$ cat src/include/pin_function_select_regs.svh
// Offsets, field positions and reset values of the pin-select registers
//
// Overview of operation
// Field 19:16 of word two routes lane-3 pin
// Field 15:12 of word two routes lane-4 pin
// Field 11:8 of word two routes lane-5 pin
// Field 7:4, code zero selects realtime input six
// Field 3:0, code zero selects realtime input seven
// Word three 31:28, zero selects cold presence detect
// Word three 27:24, zero selects mech presence switch
// Word three 23:20 routes chip select four pin
// Word three 19:16 routes chip select five pin
// Word three fields read/write, reset to zero
// Reserved codes keep the pin tri-stated
// New selection drives pin one cycle later
`ifndef PIN_FUNCTION_SELECT_REGS_SVH
`define PIN_FUNCTION_SELECT_REGS_SVH

// ----------------------------------------------------------------
// Register byte offsets
// ----------------------------------------------------------------
`define OFS_SEL2_WORD 12'h008
`define OFS_SEL3_WORD 12'h00C
`define OFS_SEL_STATUS 12'h010

// ----------------------------------------------------------------
// Field positions (least significant bit of each 4-bit field)
// ----------------------------------------------------------------
`define SEL_FIELD_W 4
`define SEL2_19_16_LSB 16
`define SEL2_15_12_LSB 12
`define SEL2_11_8_LSB 8
`define SEL2_7_4_LSB 4
`define SEL2_3_0_LSB 0
`define SEL3_31_28_LSB 28
`define SEL3_27_24_LSB 24
`define SEL3_23_20_LSB 20
`define SEL3_19_16_LSB 16

// ----------------------------------------------------------------
// Reset values
// ----------------------------------------------------------------
`define SEL_FIELD_RST 4'h0
`define SEL_WORD_RST 32'h0000_0000

`endif

$ cat src/include/pin_function_select_pkg.sv
// Types shared by the pin-select logic
package pin_function_select_pkg;

	// Selection codes; every other value is reserved
	typedef enum logic [3:0] {
		code_base = 4'h0,
		code_alt1 = 4'h1,
		code_alt2 = 4'h2,
		code_alt4 = 4'h4,
		code_alt8 = 4'h8
	} sel_code_t;

	// Bus slave states, one-hot
	typedef enum logic [1:0] {
		st_idle = 2'b01,
		st_access = 2'b10
	} apb_state_t;

	typedef logic [3:0] field_t;

	// Function slots per pin: code 0, 1h, 2h, 4h, 8h
	localparam int SLOT_N = 5;

endpackage

$ cat src/include/field_if.sv
// Carrier between a selection field and the pin it steers
`timescale 1ns/1ns
interface field_if;
	import pin_function_select_pkg::*;
	field_t code;
	logic reserved;
	modport holder (output code, input reserved);
	modport user (input code, output reserved);
endinterface

$ cat src/sel_field_reg.sv
// One software-written 4-bit selection field
`timescale 1ns/1ns
`include "pin_function_select_regs.svh"
module sel_field_reg
	import pin_function_select_pkg::*;
#(
	parameter field_t RESET_VAL = `SEL_FIELD_RST
) (
	input wire logic core_clk,
	input wire logic reset,
	input wire logic wr_en,
	input wire logic [3:0] wr_data,
	field_if.holder f
);

	field_t code_q;

	// Stored code; reserved values are kept so software reads them back
	always_ff @(posedge core_clk or posedge reset) begin
		if (reset) begin
			code_q <= RESET_VAL;
		end else if (wr_en) begin
			code_q <= wr_data;
		end
	end

	assign f.code = code_q;

endmodule

$ cat src/pin_route_cell.sv
// Routing of one pad to one of its five function slots
`timescale 1ns/1ns
module pin_route_cell
	import pin_function_select_pkg::*;
#(
	parameter bit HAS_BASE = 1'b0
) (
	input wire logic core_clk,
	input wire logic reset,
	field_if.user f,
	input wire logic pad_sense,
	input wire logic [SLOT_N-1:0] func_drive,
	input wire logic [SLOT_N-1:0] func_oe,
	output logic pad_drive_q,
	output logic pad_oe_q,
	output logic [SLOT_N-1:0] func_sense_q
);

	logic [SLOT_N-1:0] hot;
	logic pad_drive_d;
	logic pad_oe_d;
	logic [SLOT_N-1:0] func_sense_d;

	// Slot decode; code 0 is a function only on pins that have one
	assign hot[0] = HAS_BASE && (f.code == code_base);
	assign hot[1] = (f.code == code_alt1);
	assign hot[2] = (f.code == code_alt2);
	assign hot[3] = (f.code == code_alt4);
	assign hot[4] = (f.code == code_alt8);
	// No slot hit: pad stays undriven, all function inputs held low
	assign f.reserved = ~|hot && (f.code != code_base);

	assign pad_drive_d = |(hot & func_drive);
	assign pad_oe_d = |(hot & func_oe);
	assign func_sense_d = hot & {SLOT_N{pad_sense}};

	// Registered pad side; follows the stored code one cycle later
	always_ff @(posedge core_clk or posedge reset) begin
		if (reset) begin
			pad_drive_q <= 1'b0;
			pad_oe_q <= 1'b0;
			func_sense_q <= '0;
		end else begin
			pad_drive_q <= pad_drive_d;
			pad_oe_q <= pad_oe_d;
			func_sense_q <= func_sense_d;
		end
	end

endmodule

$ cat src/pin_function_select_fields.sv
// Pin-function selection for nine pads with an APB register slave
`timescale 1ns/1ns
`include "pin_function_select_regs.svh"
module pin_function_select_fields
	import pin_function_select_pkg::*;
#(
	parameter int ADDR_W = 12,
	parameter int NPIN = 9
) (
	input wire logic core_clk,
	input wire logic reset,
	input wire logic psel,
	input wire logic penable,
	input wire logic pwrite,
	input wire logic [ADDR_W-1:0] paddr,
	input wire logic [31:0] pwdata,
	output logic [31:0] prdata,
	output logic pready,
	output logic pslverr,
	input wire logic [NPIN-1:0] pad_sense,
	output logic [NPIN-1:0] pad_drive,
	output logic [NPIN-1:0] pad_oe,
	input wire logic [NPIN*SLOT_N-1:0] func_drive,
	input wire logic [NPIN*SLOT_N-1:0] func_oe,
	output logic [NPIN*SLOT_N-1:0] func_sense
);

	// ----------------------------------------------------------------
	// Pin and slot map
	// ----------------------------------------------------------------
	// Function slot s of pin p sits at bit p*5+s of func_drive,
	// func_oe and func_sense. Slots are codes 0, 1h, 2h, 4h, 8h.
	// Pin 0, word two 19:16:
	//   0 none, 1 audio_serial_lane_3, 2 sport0_tx_frame_sync,
	//   3 gpio_bank1_bit11, 4 MII transmit data bit 3
	// Pin 1, word two 15:12:
	//   0 none, 1 audio_serial_lane_4, 2 sport0_rx_frame_sync,
	//   3 gpio_bank1_bit12, 4 MII collision input
	// Pin 2, word two 11:8:
	//   0 none, 1 audio_serial_lane_5, 2 sport0_tx_clock,
	//   3 gpio_bank1_bit13, 4 MII transmit clock
	// Pin 3, word two 7:4:
	//   0 realtime_unit0_input_bit6, 1 audio_serial_lane_6,
	//   2 sport0_rx_clock, 3 gpio_bank1_bit14, 4 MII transmit enable
	// Pin 4, word two 3:0:
	//   0 realtime_unit0_input_bit7, 1 audio_serial_lane_7,
	//   2 pwm1_trip_zone0, 3 realtime_unit0_output_bit17,
	//   4 gpio_bank1_bit15
	// Pin 5, word three 31:28:
	//   0 sata_cold_presence_detect, 1 spi0_chip_select2,
	//   2 uart0_request_to_send, 3 gpio_bank8_bit1, 4 MII rx data 0
	// Pin 6, word three 27:24:
	//   0 sata_mech_presence_switch, 1 spi0_chip_select3,
	//   2 uart0_clear_to_send, 3 gpio_bank8_bit2, 4 MII rx data 1
	// Pin 7, word three 23:20:
	//   0 none, 1 spi0_chip_select4, 2 uart0_transmit_out,
	//   3 gpio_bank8_bit3, 4 MII rx data 2
	// Pin 8, word three 19:16:
	//   0 none, 1 spi0_chip_select5, 2 uart0_receive_in,
	//   3 gpio_bank8_bit4, 4 MII rx data 3
	// A slot marked none never drives and never sees the pad.

	// ----------------------------------------------------------------
	// Field placement
	// ----------------------------------------------------------------
	localparam int FIELD_LSB [9] = '{
		`SEL2_19_16_LSB, `SEL2_15_12_LSB, `SEL2_11_8_LSB,
		`SEL2_7_4_LSB, `SEL2_3_0_LSB, `SEL3_31_28_LSB,
		`SEL3_27_24_LSB, `SEL3_23_20_LSB, `SEL3_19_16_LSB
	};
	// Fields 5 to 8 live in word three
	localparam logic [8:0] IN_WORD3 = 9'b1_1110_0000;
	// Pins whose code 0 is a function rather than tri-state
	localparam logic [8:0] HAS_BASE = 9'b0_0111_1000;

	apb_state_t state_q;
	apb_state_t state_d;
	field_t codes [NPIN];
	logic [NPIN-1:0] rsvd;
	logic [31:0] rd_sel2;
	logic [31:0] rd_sel3;
	logic [31:0] rd_stat;
	logic [31:0] rd_mux;

	field_if fld [NPIN] ();

	// ----------------------------------------------------------------
	// Address decode
	// ----------------------------------------------------------------
	// Unmapped offsets answer with an error and change nothing
	wire hit2 = (paddr == `OFS_SEL2_WORD);
	wire hit3 = (paddr == `OFS_SEL3_WORD);
	wire hit_st = (paddr == `OFS_SEL_STATUS);
	wire mapped = hit2 || hit3 || hit_st;
	wire setup = psel && !penable && (state_q == st_idle);
	wire commit = (state_q == st_access) && psel && penable && pready;
	// Status word is read-only; writing it is ignored without error
	wire wr_commit = commit && pwrite && !pslverr;
	wire wr2 = wr_commit && hit2;
	wire wr3 = wr_commit && hit3;

	// ----------------------------------------------------------------
	// Read data
	// ----------------------------------------------------------------
	// Fields outside this block read as zero
	assign rd_sel2 = {12'h000, codes[0], codes[1], codes[2],
		codes[3], codes[4]};
	assign rd_sel3 = {codes[5], codes[6], codes[7], codes[8],
		16'h0000};
	assign rd_stat = {23'h00_0000, rsvd};
	assign rd_mux = hit2 ? rd_sel2 :
		hit3 ? rd_sel3 :
		hit_st ? rd_stat : 32'h0000_0000;

	// ----------------------------------------------------------------
	// Bus slave state
	// ----------------------------------------------------------------
	// Setup goes to access; the access edge with pready returns home
	always_comb begin
		case (state_q)
			st_idle: state_d = setup ? st_access : st_idle;
			st_access: state_d = commit ? st_idle : st_access;
			default: state_d = st_idle;
		endcase
	end

	// Answer is prepared in setup so every bus output is a flop
	always_ff @(posedge core_clk or posedge reset) begin
		if (reset) begin
			state_q <= st_idle;
			pready <= 1'b0;
			pslverr <= 1'b0;
			prdata <= `SEL_WORD_RST;
		end else begin
			state_q <= state_d;
			pready <= setup || (pready && !commit);
			if (setup) begin
				pslverr <= !mapped;
				prdata <= pwrite ? 32'h0000_0000 : rd_mux;
			end
		end
	end

	// ----------------------------------------------------------------
	// Fields and pads
	// ----------------------------------------------------------------
	// One stored field and one routing cell per pad
	for (genvar i = 0; i < NPIN; i++) begin : g_pin
		localparam int LSB = FIELD_LSB[i];
		wire wr_en = IN_WORD3[i] ? wr3 : wr2;

		sel_field_reg #(
			.RESET_VAL(`SEL_FIELD_RST)
		) u_field (
			.core_clk(core_clk),
			.reset(reset),
			.wr_en(wr_en),
			.wr_data(pwdata[LSB +: 4]),
			.f(fld[i])
		);

		pin_route_cell #(
			.HAS_BASE(HAS_BASE[i])
		) u_route (
			.core_clk(core_clk),
			.reset(reset),
			.f(fld[i]),
			.pad_sense(pad_sense[i]),
			.func_drive(func_drive[i*SLOT_N +: SLOT_N]),
			.func_oe(func_oe[i*SLOT_N +: SLOT_N]),
			.pad_drive_q(pad_drive[i]),
			.pad_oe_q(pad_oe[i]),
			.func_sense_q(func_sense[i*SLOT_N +: SLOT_N])
		);

		assign codes[i] = fld[i].code;
		assign rsvd[i] = fld[i].reserved;
	end
endmodule

$ cat config.mk
export PLATFORM = sky130hd
export DESIGN_NAME = pin_function_select_fields
export DESIGN_NICKNAME = d
export VERILOG_FILES = /design/src/include/pin_function_select_pkg.sv /design/src/include/field_if.sv /design/src/sel_field_reg.sv /design/src/pin_route_cell.sv /design/src/pin_function_select_fields.sv
export VERILOG_INCLUDE_DIRS = /design/src /design/src/include
export SDC_FILE = /design/constraint.sdc
export NUM_CORES = 1
export LEC_CHECK = 0
export ABC_CLOCK_PERIOD_IN_PS = 2800
export BUFFER_PORTS_ARGS = -buffer_cell sky130_fd_sc_hd__buf_2
export CAP_MARGIN = 15
export CORE_MARGIN = 10
export CORE_UTILIZATION = 30
export DETAILED_ROUTE_END_ITERATION = 8
export PLACE_DENSITY = 0.65
export SKIP_CTS_REPAIR_TIMING = 1
export SLEW_MARGIN = 40
export SYNTH_ARGS = -nofsm -noshare
export SYNTH_HDL_FRONTEND = slang
export SYNTH_HIERARCHICAL = 1
export SYNTH_SLANG_ARGS = --single-unit
export TNS_END_PERCENT = 5
$ cat constraint.sdc
create_clock -name core_clk -period 2.8 [get_ports core_clk]
set_input_delay 0.56 -clock core_clk [delete_from_list [all_inputs] [get_ports core_clk]]
set_output_delay 0.56 -clock core_clk [all_outputs]
set_load 0.1 [all_outputs]
==> reports/summary.txt, run 1 <==
result of the run - finished clean
kind of cell with the highest combined delay on the critical path - simple AND/OR/NAND/NOR gates
sinks on the clock net - 130
Syn Inst Count - 505
top library cells by usage in the layout, fill and taps aside - 229 x buf_2, 129 x dfrtp_1, 40 x mux2_2, 38 x nand2_1, 31 x inv_1
most common cell after layout, fill and taps aside - buf_2
final slew viol count - 0
HPWL after detailed placement - 14000 um
ANT nets after route - 0
final total power - 0.00476 W
ports placed on the boundary - 245
worst slew pin tran - 0.707 ns
final setup vio count - 0
post-detailed-route wirelength per cell - 17.6 um
layout overhead on the synthesized area - 33.7%
number of fill cells - 1940
post-synthesis cell type count - 43
worst reg2reg setup slack - 0.67 ns
CP max-delay cell - or3_1
Worst Reg-to-Reg Cells - 8
TritonCTS clock tree - done
unrepaired setup endpoints after global routing - false
number of global-route vias before repair - 5116
flops & latches, synth - 130
clock root buffer - clkbuf_16
synthesized area per cell - 11.8 sq um
Switch Pwr - 0.00122 W
Die Height - 161 um
share of power burned in registers - 40.5%
worst setup path start - state_q[0]
relative slew slack - 52.2%
wire length of the first global-routing pass - 28100 um
First DRT Iteration DRCs - 178
Tightest Hold Check Type - input pin to async pin
GRT Total Usage - 13.6%
count of flip-flops with a built-in enable after synthesis - 0
number of cell rows - 51
Die Span X - 161 um
clk buf depth - 2
sequential share of the synthesized area - 54.4%
ys async rst share - 100%
DRT Wirelength - 17900 um
number of nets in the final layout - 887
Synth Cell Area - 0.00598 sq mm
number of antenna violations at the first check in global routing - 4
Final Hold Viols - 0
DR pass1 iterations - 4
number of H-tree levels - 4
clock slew seen by the registers of the worst setup and hold paths - 0.06 ns
source of the worst register-to-register timing path - state_q[0]
maximum number of pins on one net before global-route repair - 37
Final Skew - 0.00856 ns
drt via density - 4.66
Static Leakage - 4.24 nW
later-pin clock latency in the skew report - 0.42 ns
Clock power frac - 49.5%
Crit Path Max Fanout - 20
CP endpoint kind - register
share of cells above drive strength 1 - 44.5%
total number of vias - 4736
area of the multi-input gates - 0.00244 sq mm
combinational power share - 10.0%
most common flop cell mapped by yosys - dfrtp_1
cell area power density - 596 mW/mm^2
Ys Warns - 6
Worst IR Drop VDD - 0.373 mV
Max-cap violations - 0
Post-route DRC - 0
Setup Crit Path Kind - register to register
cell internal power dissipation - 0.00355 W
Max Clock Freq - 469 MHz
crit path cell chain - inv_1, ha_1, and3_1, nand4_1, or3_1, nor2_2, buf_12, mux2_2
final estimated routing congestion in global placement - 0.755
core utilization of the finished layout - 40.9%
core area - 0.0195 sq mm
WP buf/inv - 2
number of port buffers - 229
Critical Path Stages - 8
critical path's largest stage delay - 0.42 ns
final clock period utilization by the worst path - 76.2%
switching share of power - 25.5%
total congestion overflow after global routing - 0
type of element launching the critical path - register
fin crit period - 2.13 ns
Worst R2R End - g_pin[3].u_field/f.code[0]
crit path DAT - 2.43 ns
synthesized net count - 655
effective utilization at floorplan - 30.6%
required time at the worst-slack endpoint - 3.09 ns
FF+latch area - 0.00325 sq mm
number of CTS-inserted buffers - 17
die outline area - 0.0260 sq mm
power by group through the flow:
stage	sequential [W]	combinational, W	clock [W]
2_1_floorplan	0.00209	0.000176	0
3_3_place_gp	0.00196	0.000476	0
3_5_place_dp	0.00196	0.000481	0
4_1_cts	0.00193	0.000483	0.00242
5_1_grt	0.00193	0.000522	0.00251
6_report	0.00193	0.000475	0.00236
synthesized netlist by cell type (11+ instances only):
| master | instances | share of area, % |
|---|---|---|
| inv_1 | 32 | 2.0 |
| mux2_2 | 40 | 7.5 |
| a22oi_1 | 28 | 3.5 |
| and2b_1 | 14 | 1.8 |
| nor4b_1 | 11 | 1.6 |
| dfrtp_1 | 129 | 54 |
| nor3_1 | 13 | 1.1 |
| a22o_1 | 19 | 2.8 |
| nand2_1 | 38 | 2.4 |
| nor2_1 | 26 | 1.6 |
| o21ai_0 | 15 | 1.3 |
cells by family (layout without fill, tap and decap cells):
kind of cell / after synthesis / in the layout / share of synthesized area [%]
simple gates: 164 / 164 / 17.9
flops: 130 / 130 / 54.4
other cells: 5 / 7 / 0.314
compound gates: 94 / 94 / 11.6
mux: 48 / 48 / 8.96
buf+inv: 53 / 298 / 4.85
fa+ha+maj: 11 / 11 / 1.93
per-layer routing:
metal  vias up  GRT usage [%]  part of all wire, %
li1       2271              -                    -
met1      2263           16.4                   43
met2       180           21.9                   48
met3        18           5.64                  7.8
met4         4           4.01                 0.92
met5         -              0                 0.15
worst max path at each step:
stage	to	slack, ns
floorplan	g_pin[5].u_field/f.code[0]	-0.13
global placement	g_pin[2].u_field/f.code[2]	0.37
detailed placement	g_pin[2].u_field/f.code[3]	0.34
CTS	g_pin[3].u_field/f.code[0]	0.65
global route	g_pin[3].u_field/f.code[2]	0.56
finish	g_pin[3].u_field/f.code[0]	0.67
layout make-up:
class / count / area share (%)
sequential: 130 / 40.7
timing repair buffer: 234 / 15.1
clock buffer: 17 / 5.32
antenna: 2 / 0.0626
multi-input combinational: 322 / 30.5
clock inverter: 15 / 2.58
inverter: 32 / 1.52
tap: 265 / 4.15
registers in the layout, summed over array words and instances (netlist names):
name and count:
g_pin.u_route/func_sense_q 40, g_pin.u_field/f.code 36, prdata 32, g_pin.u_route/pad_drive_q 9, g_pin.u_route/pad_oe_q 9, state_q 2, pready 1, pslverr 1
through the flow:
step	setup TNS [ns]	setup WS [ns]	cells	hold WS, ns	cell area, sq um
floorplan	-2.03	-0.127	505	0.326	5980
global route	0	0.562	1016	0.318	7990
CTS	0	0.646	1015	0.289	7990
detailed placement	0	0.338	983	0.484	7350
global placement	0	0.374	983	0.458	7350
finish	0	0.668	1017	0.289	7990
No activity file was read; power rests on OpenSTA's default activity.
==> inputs of run 2 (changes only) <==
- ABC_CLOCK_PERIOD_IN_PS: 2800 -> 2100
- PLACE_DENSITY: 0.65 -> 0.63
- clock period: 2.8 -> 2.1 ns (I/O delays scaled with it)
==> run 2 against run 1 <==
  * Hold slack got worse by 0.21 ns
  * Combinational power increased by 40%
  * Worst setup slack got worse by 0.57 ns
  * Die area unchanged
  * Wire length about the same
  * Final cell count increased by 1.3%
  * Flip-flop and latch count unchanged
  * Critical path depth unchanged
  * Maximum frequency increased by 6.7%
  * Clock power increased by 34%
  * Critical path type unchanged
  * Largest cell class unchanged
==> reports/summary.txt, run 2 (synthesis results as in run 1) <==
crit path DAT - 2.30 ns (-0.13 ns)
number of global-route vias before repair - 5255 (+2.7%)
total congestion overflow after global routing - 0 (unchanged)
final total negative setup slack - 0 ns (unchanged)
die outline area - 0.0260 sq mm (unchanged)
First DRT Iteration DRCs - 187 (+5.1%)
drt via density - 4.55 (-2.2%)
wire length of the first global-routing pass - 28500 um (+1.3%)
top library cells by usage in the layout, fill and taps aside - 229 x buf_2, 128 x dfrtp_1, 40 x mux2_2, 38 x nand2_1, 30 x inv_1
cell area power density - 787 mW/mm^2 (+32%)
Static Leakage - 4.32 nW (+1.9%)
ports placed on the boundary - 245 (unchanged)
final slew viol count - 0 (unchanged)
Reg with most FFs - g_pin.u_route/func_sense_q
HPWL after detailed placement - 14100 um (+0.88%)
number of cell rows - 51 (unchanged)
Final Hold Viols - 0 (unchanged)
final estimated routing congestion in global placement - 0.767 (+1.6%)
CP endpoint kind - register
number of port buffers - 229 (unchanged)
maximum number of pins on one net before global-route repair - 25 (-32%)
post-place setup slack - -0.235 ns (-0.573 ns)
final standard cell area without fillers - 0.00815 sq mm (+1.9%)
flip-flop count of the largest register, all copies and words added - 40 (unchanged)
number of fill cells - 1926 (-0.72%)
ANT nets after route - 0 (unchanged)
effective utilization at floorplan - 30.6% (unchanged)
DR pass1 iterations - 4 (unchanged)
post-route worst setup slack - 0.102 ns (-0.566 ns)
number of antenna violations at the first check in global routing - 3 (-1)
later-pin clock latency in the skew report - 0.42 ns (about the same)
fin crit period - 2.00 ns (-0.134 ns)
Worst Hold Slack - 0.0784 ns (-0.211 ns)
clock slew seen by the registers of the worst setup and hold paths - 0.05 ns (about the same)
worst slew pin tran - 0.570 ns (-0.137 ns)
clk buf depth - 2 (unchanged)
total number of vias - 4689 (-0.99%)
area of the multi-input gates - 0.00247 sq mm (+1.3%)
share of cells above drive strength 1 - 45.7% (+1.2 points)
number of CTS-inserted buffers - 17 (unchanged)
layout overhead on the synthesized area - 36.2%
GRT Total Usage - 13.9% (+0.21 points)
Crit Path Max Fanout - 8 (-60%)
final clock period utilization by the worst path - 95.1% (+19 points)
relative slew slack - 62.0% (+9.8 points)
clock root buffer - clkbuf_16
sinks on the clock net - 130 (unchanged)
final setup vio count - 0 (unchanged)
type of element launching the critical path - register
TritonCTS clock tree - done
Tightest Hold Check Type - input pin to async pin
Final Skew - 0.0116 ns (+0.00307 ns)
unrepaired setup endpoints after global routing - false
number of nets in the final layout - 900 (+1.5%)
Post-route DRC - 0 (unchanged)
number of H-tree levels - 4 (unchanged)
FF+latch area - 0.00326 sq mm (+0.12%)
Max Clock Freq - 501 MHz (+6.7%)
required time at the worst-slack endpoint - 2.40 ns (-0.69 ns)
most common cell after layout, fill and taps aside - buf_2
Die Height - 161 um (unchanged)
Max-cap violations - 0 (unchanged)
post-detailed-route wirelength per cell - 17.4 um (-1.2%)
core area - 0.0195 sq mm (unchanged)
DRT Wirelength - 17900 um (about the same)
Die Span X - 161 um (unchanged)
result of the run - finished clean
Post-DP Area - 0.00747 sq mm (+1.6%)
Setup Crit Path Kind - register to register
Worst IR Drop VDD - 0.516 mV (+38%)
[run 2: path summary, 6_finish.rpt]
check                          startpoint                           end  slack (ns)  depth (start not counted)
min in group core_clk      func_drive[26]  g_pin[5].u_route/pad_drive_q        0.21                          3
min reg2reg                    prdata[18]                    prdata[18]        0.47                          2
max in group asynchronous           reset                     prdata[2]        1.39                          3
max                            state_q[0]    g_pin[3].u_field/f.code[1]        0.10                          8
max reg2reg                    state_q[0]    g_pin[3].u_field/f.code[1]        0.10                          8
min                                 reset                       pslverr        0.08                          2
[run 2: critical path, cell delays in order (launching register included)]
cell	delay, ns
dfstp_2	0.37
inv_2	0.06
ha_4	0.14
and3_4	0.17
nand4_1	0.09
or3_4	0.38
nor2_4	0.16
buf_6	0.16
mux2_2	0.34
[run 2: through the flow]
step	util (%)	power, W	cells
6_report	41.7	0.00641	1030
5_1_grt	41.7	0.00670	1029
4_1_cts	41.5	0.00650	1028
3_5_place_dp	38.3	0.00327	996
3_3_place_gp	38.3	0.00327	996
2_1_floorplan	-	0.00303	505
[run 2: report_power, final]
group          total [W]  switching (W)  internal [W]
Sequential       0.00258      0.0000260       0.00255
Clock            0.00317        0.00106       0.00211
Combinational   0.000663       0.000463      0.000200
[run 2: cell type report]
type                            count  area share [%]
Inverter                           32            1.47
Clock buffer                       24            6.04
Timing Repair Buffer              247            16.2
Multi-Input combinational cell    322            30.4
Clock inverter                      8            1.83
Tap cell                          265            4.07
Antenna cell                        2          0.0614
Sequential cell                   130            40.0
[run 2: layer usage]
layer	vias up	share of wire (%)	GRT usage, %
met5	-	0.039	0
met2	156	49	22.9
met3	12	7.5	5.44
met4	2	0.87	3.72
met1	2216	43	16.4
li1	2303	-	-
==> inputs of run 3 (changes only) <==
- CORE_ASPECT_RATIO: unset -> 0.8
- TNS_END_PERCENT: 5 -> unset
==> run 3 against run 2 <==
  * Register-to-register slack worse by 0.098 ns
  * Hold slack better by 0.090 ns
  * Wire length is 1.2% higher
  * Combinational power is 1% higher
  * Critical endpoint is now g_pin[4].u_field/f.code[2]
  * Total power is 3.8% lower
  * Clock-buffer cell count is 7 lower
  * Largest cell class unchanged
  * Critical path type unchanged
  * Sequential share of layout area is 0.19 points lower
==> reports/summary.txt, run 3 (synthesis results as in run 1) <==
clock root buffer - clkbuf_16
GRT Total Usage - 13.6% (-0.29 points)
number of cell rows - 46 (-9.8%)
later-pin clock latency in the skew report - 0.41 ns (about the same)
unrepaired setup endpoints after global routing - true
number of fill cells - 1930 (+0.21%)
required time at the worst-slack endpoint - 2.39 ns (about the same)
Final Hold Viols - 0 (unchanged)
First DRT Iteration DRCs - 213 (+14%)
fin crit period - 2.10 ns (+0.0976 ns)
DRT Wirelength - 18200 um (+1.2%)
Ant. Diodes - 0 (-2)
FF+latch area - 0.00326 sq mm (unchanged)
number of antenna violations at the first check in global routing - 0 (-3)
share of cells above drive strength 1 - 45.8% (+0.11 points)
Max-cap violations - 0 (unchanged)
final standard cell area without fillers - 0.00818 sq mm (+0.48%)
number of CTS-inserted buffers - 17 (unchanged)
type of element launching the critical path - register
WP buf/inv - 2 (unchanged)
kind of cell with the highest combined delay on the critical path - simple AND/OR/NAND/NOR gates
wire length of the first global-routing pass - 27800 um (-2.3%)
top library cells by usage in the layout, fill and taps aside - 229 x buf_2, 128 x dfrtp_1, 38 x nand2_1, 30 x inv_1, 28 x a22oi_1
worst slew pin tran - 0.551 ns (-0.0190 ns)
sinks on the clock net - 130 (unchanged)
CP endpoint kind - register
clock slew seen by the registers of the worst setup and hold paths - 0.06 ns (about the same)
Final Skew - 0.00794 ns (-0.00369 ns)
area of the multi-input gates - 0.00255 sq mm (+3.0%)
effective utilization at floorplan - 30.4% (-0.25 points)
total number of vias - 4745 (+1.2%)
most common cell after layout, fill and taps aside - buf_2
final setup vio count - 0 (unchanged)
clk buf depth - 2 (unchanged)
post-detailed-route wirelength per cell - 17.7 um (+1.9%)
number of port buffers - 229 (unchanged)
Worst IR Drop VDD - 0.505 mV (-2.1%)
core area - 0.0197 sq mm (+0.81%)
HPWL after detailed placement - 14100 um (-0.28%)
Post-DP Area - 0.00747 sq mm (about the same)
number of global-route vias before repair - 5219 (-0.69%)
drt via density - 4.64 (+1.9%)
ports placed on the boundary - 245 (unchanged)
cell area power density - 754 mW/mm^2 (-4.2%)
final slew viol count - 0 (unchanged)
Setup Crit Path Kind - register to register
Die Span X - 178 um (+10%)
Die Height - 146 um (-9.2%)
critical path's largest stage delay - 0.39 ns (about the same)
final total negative setup slack - 0 ns (unchanged)
ANT nets after route - 0 (unchanged)
CP max-delay cell - or3_4
Static Leakage - 4.31 nW (-0.25%)
total congestion overflow after global routing - 0 (unchanged)
die outline area - 0.0260 sq mm (+0.14%)
number of H-tree levels - 4 (unchanged)
number of nets in the final layout - 898 (-0.22%)
core utilization of the finished layout - 41.6% (-0.14 points)
final estimated routing congestion in global placement - 0.815 (+6.3%)
Crit Path Max Fanout - 8 (unchanged)
flip-flop count of the largest register, all copies and words added - 40 (unchanged)
crit path cell chain - inv_2, ha_4, and3_4, nand4_1, or3_4, nor2_4, clkbuf_16, mux2_4
Reg with most FFs - g_pin.u_route/func_sense_q
relative slew slack - 63.3% (+1.3 points)
maximum number of pins on one net before global-route repair - 28 (+12%)
Post-route DRC - 0 (unchanged)
post-route worst setup slack - 0.00455 ns (-0.0976 ns)
post-place setup slack - -0.0994 ns (+0.135 ns)
Tightest Hold Check Type - input pin to async pin
crit path DAT - 2.38 ns (+0.08 ns)
layout overhead on the synthesized area - 36.9%
TritonCTS clock tree - done
final clock period utilization by the worst path - 99.8% (+4.6 points)
DR pass1 iterations - 4 (unchanged)
Max Clock Freq - 477 MHz (-4.7%)
result of the run - finished clean
[run 3: changes by cell type in the layout (fill, tap and decap cells not counted)]
cell        delta
buf_6          -2
clkinv_2       +1
buf_12         +2
diode_2        -2
clkinvlp_4     +2
mux2_4        +20
clkbuf_1       -3
mux2_2        -20
bufinv_16      -1
clkinv_4       +3
clkbuf_16      +1
clkbuf_8       -4
buf_4          -3
[run 3: routing by layer]
metal	global-route usage, %	up-vias	wire [um]
li1	-	2287	-
met1	15.9	2290	8020
met2	22.3	156	8370
met3	5.70	12	1580
met4	3.45	0	174
met5	0	-	0
[run 3: where the power goes]
group	internal (W)	switching, W	total (W)	leakage [nW]
logic	0.000202	0.000469	0.000671	2.26
registers	0.00255	0.0000267	0.00258	1.78
clock network	0.00185	0.00107	0.00292	0.277
total	0.00461	0.00156	0.00617	4.31
[run 3: final timing paths]
| kind | cells after the start | startpoint | end | slack (ns) |
|---|---|---|---|---|
| hold / removal | 2 | reset | g_pin[2].u_field/f.code[0] | 0.17 |
| max in group asynchronous | 3 | reset | prdata[2] | 1.33 |
| hold reg to reg | 2 | prdata[17] | prdata[17] | 0.48 |
| min in group core_clk | 3 | func_oe[31] | g_pin[6].u_route/pad_oe_q | 0.23 |
| setup reg to reg | 8 | state_q[0] | g_pin[4].u_field/f.code[2] | 0.005 |
| setup / recovery | 8 | state_q[0] | g_pin[4].u_field/f.code[2] | 0.005 |
[run 3: area by class of cell]
| class | instances | area share, % |
|---|---|---|
| clock buffers | 17 | 5.20 |
| clock inverters | 13 | 2.02 |
| inverters | 32 | 1.47 |
| multi-input cells | 322 | 31.1 |
| flip-flops and latches | 130 | 39.8 |
| well taps | 264 | 4.04 |
| repair buffers | 245 | 16.3 |
[run 3: metrics by stage]
stage                     cells  hold slack, ns  total power, W
after floorplan             505           0.186         0.00303
after global placement      992           0.459         0.00328
after detailed placement    992           0.472         0.00329
after CTS                  1022           0.160         0.00625
after global routing       1023           0.179         0.00646
final                      1023           0.168         0.00617
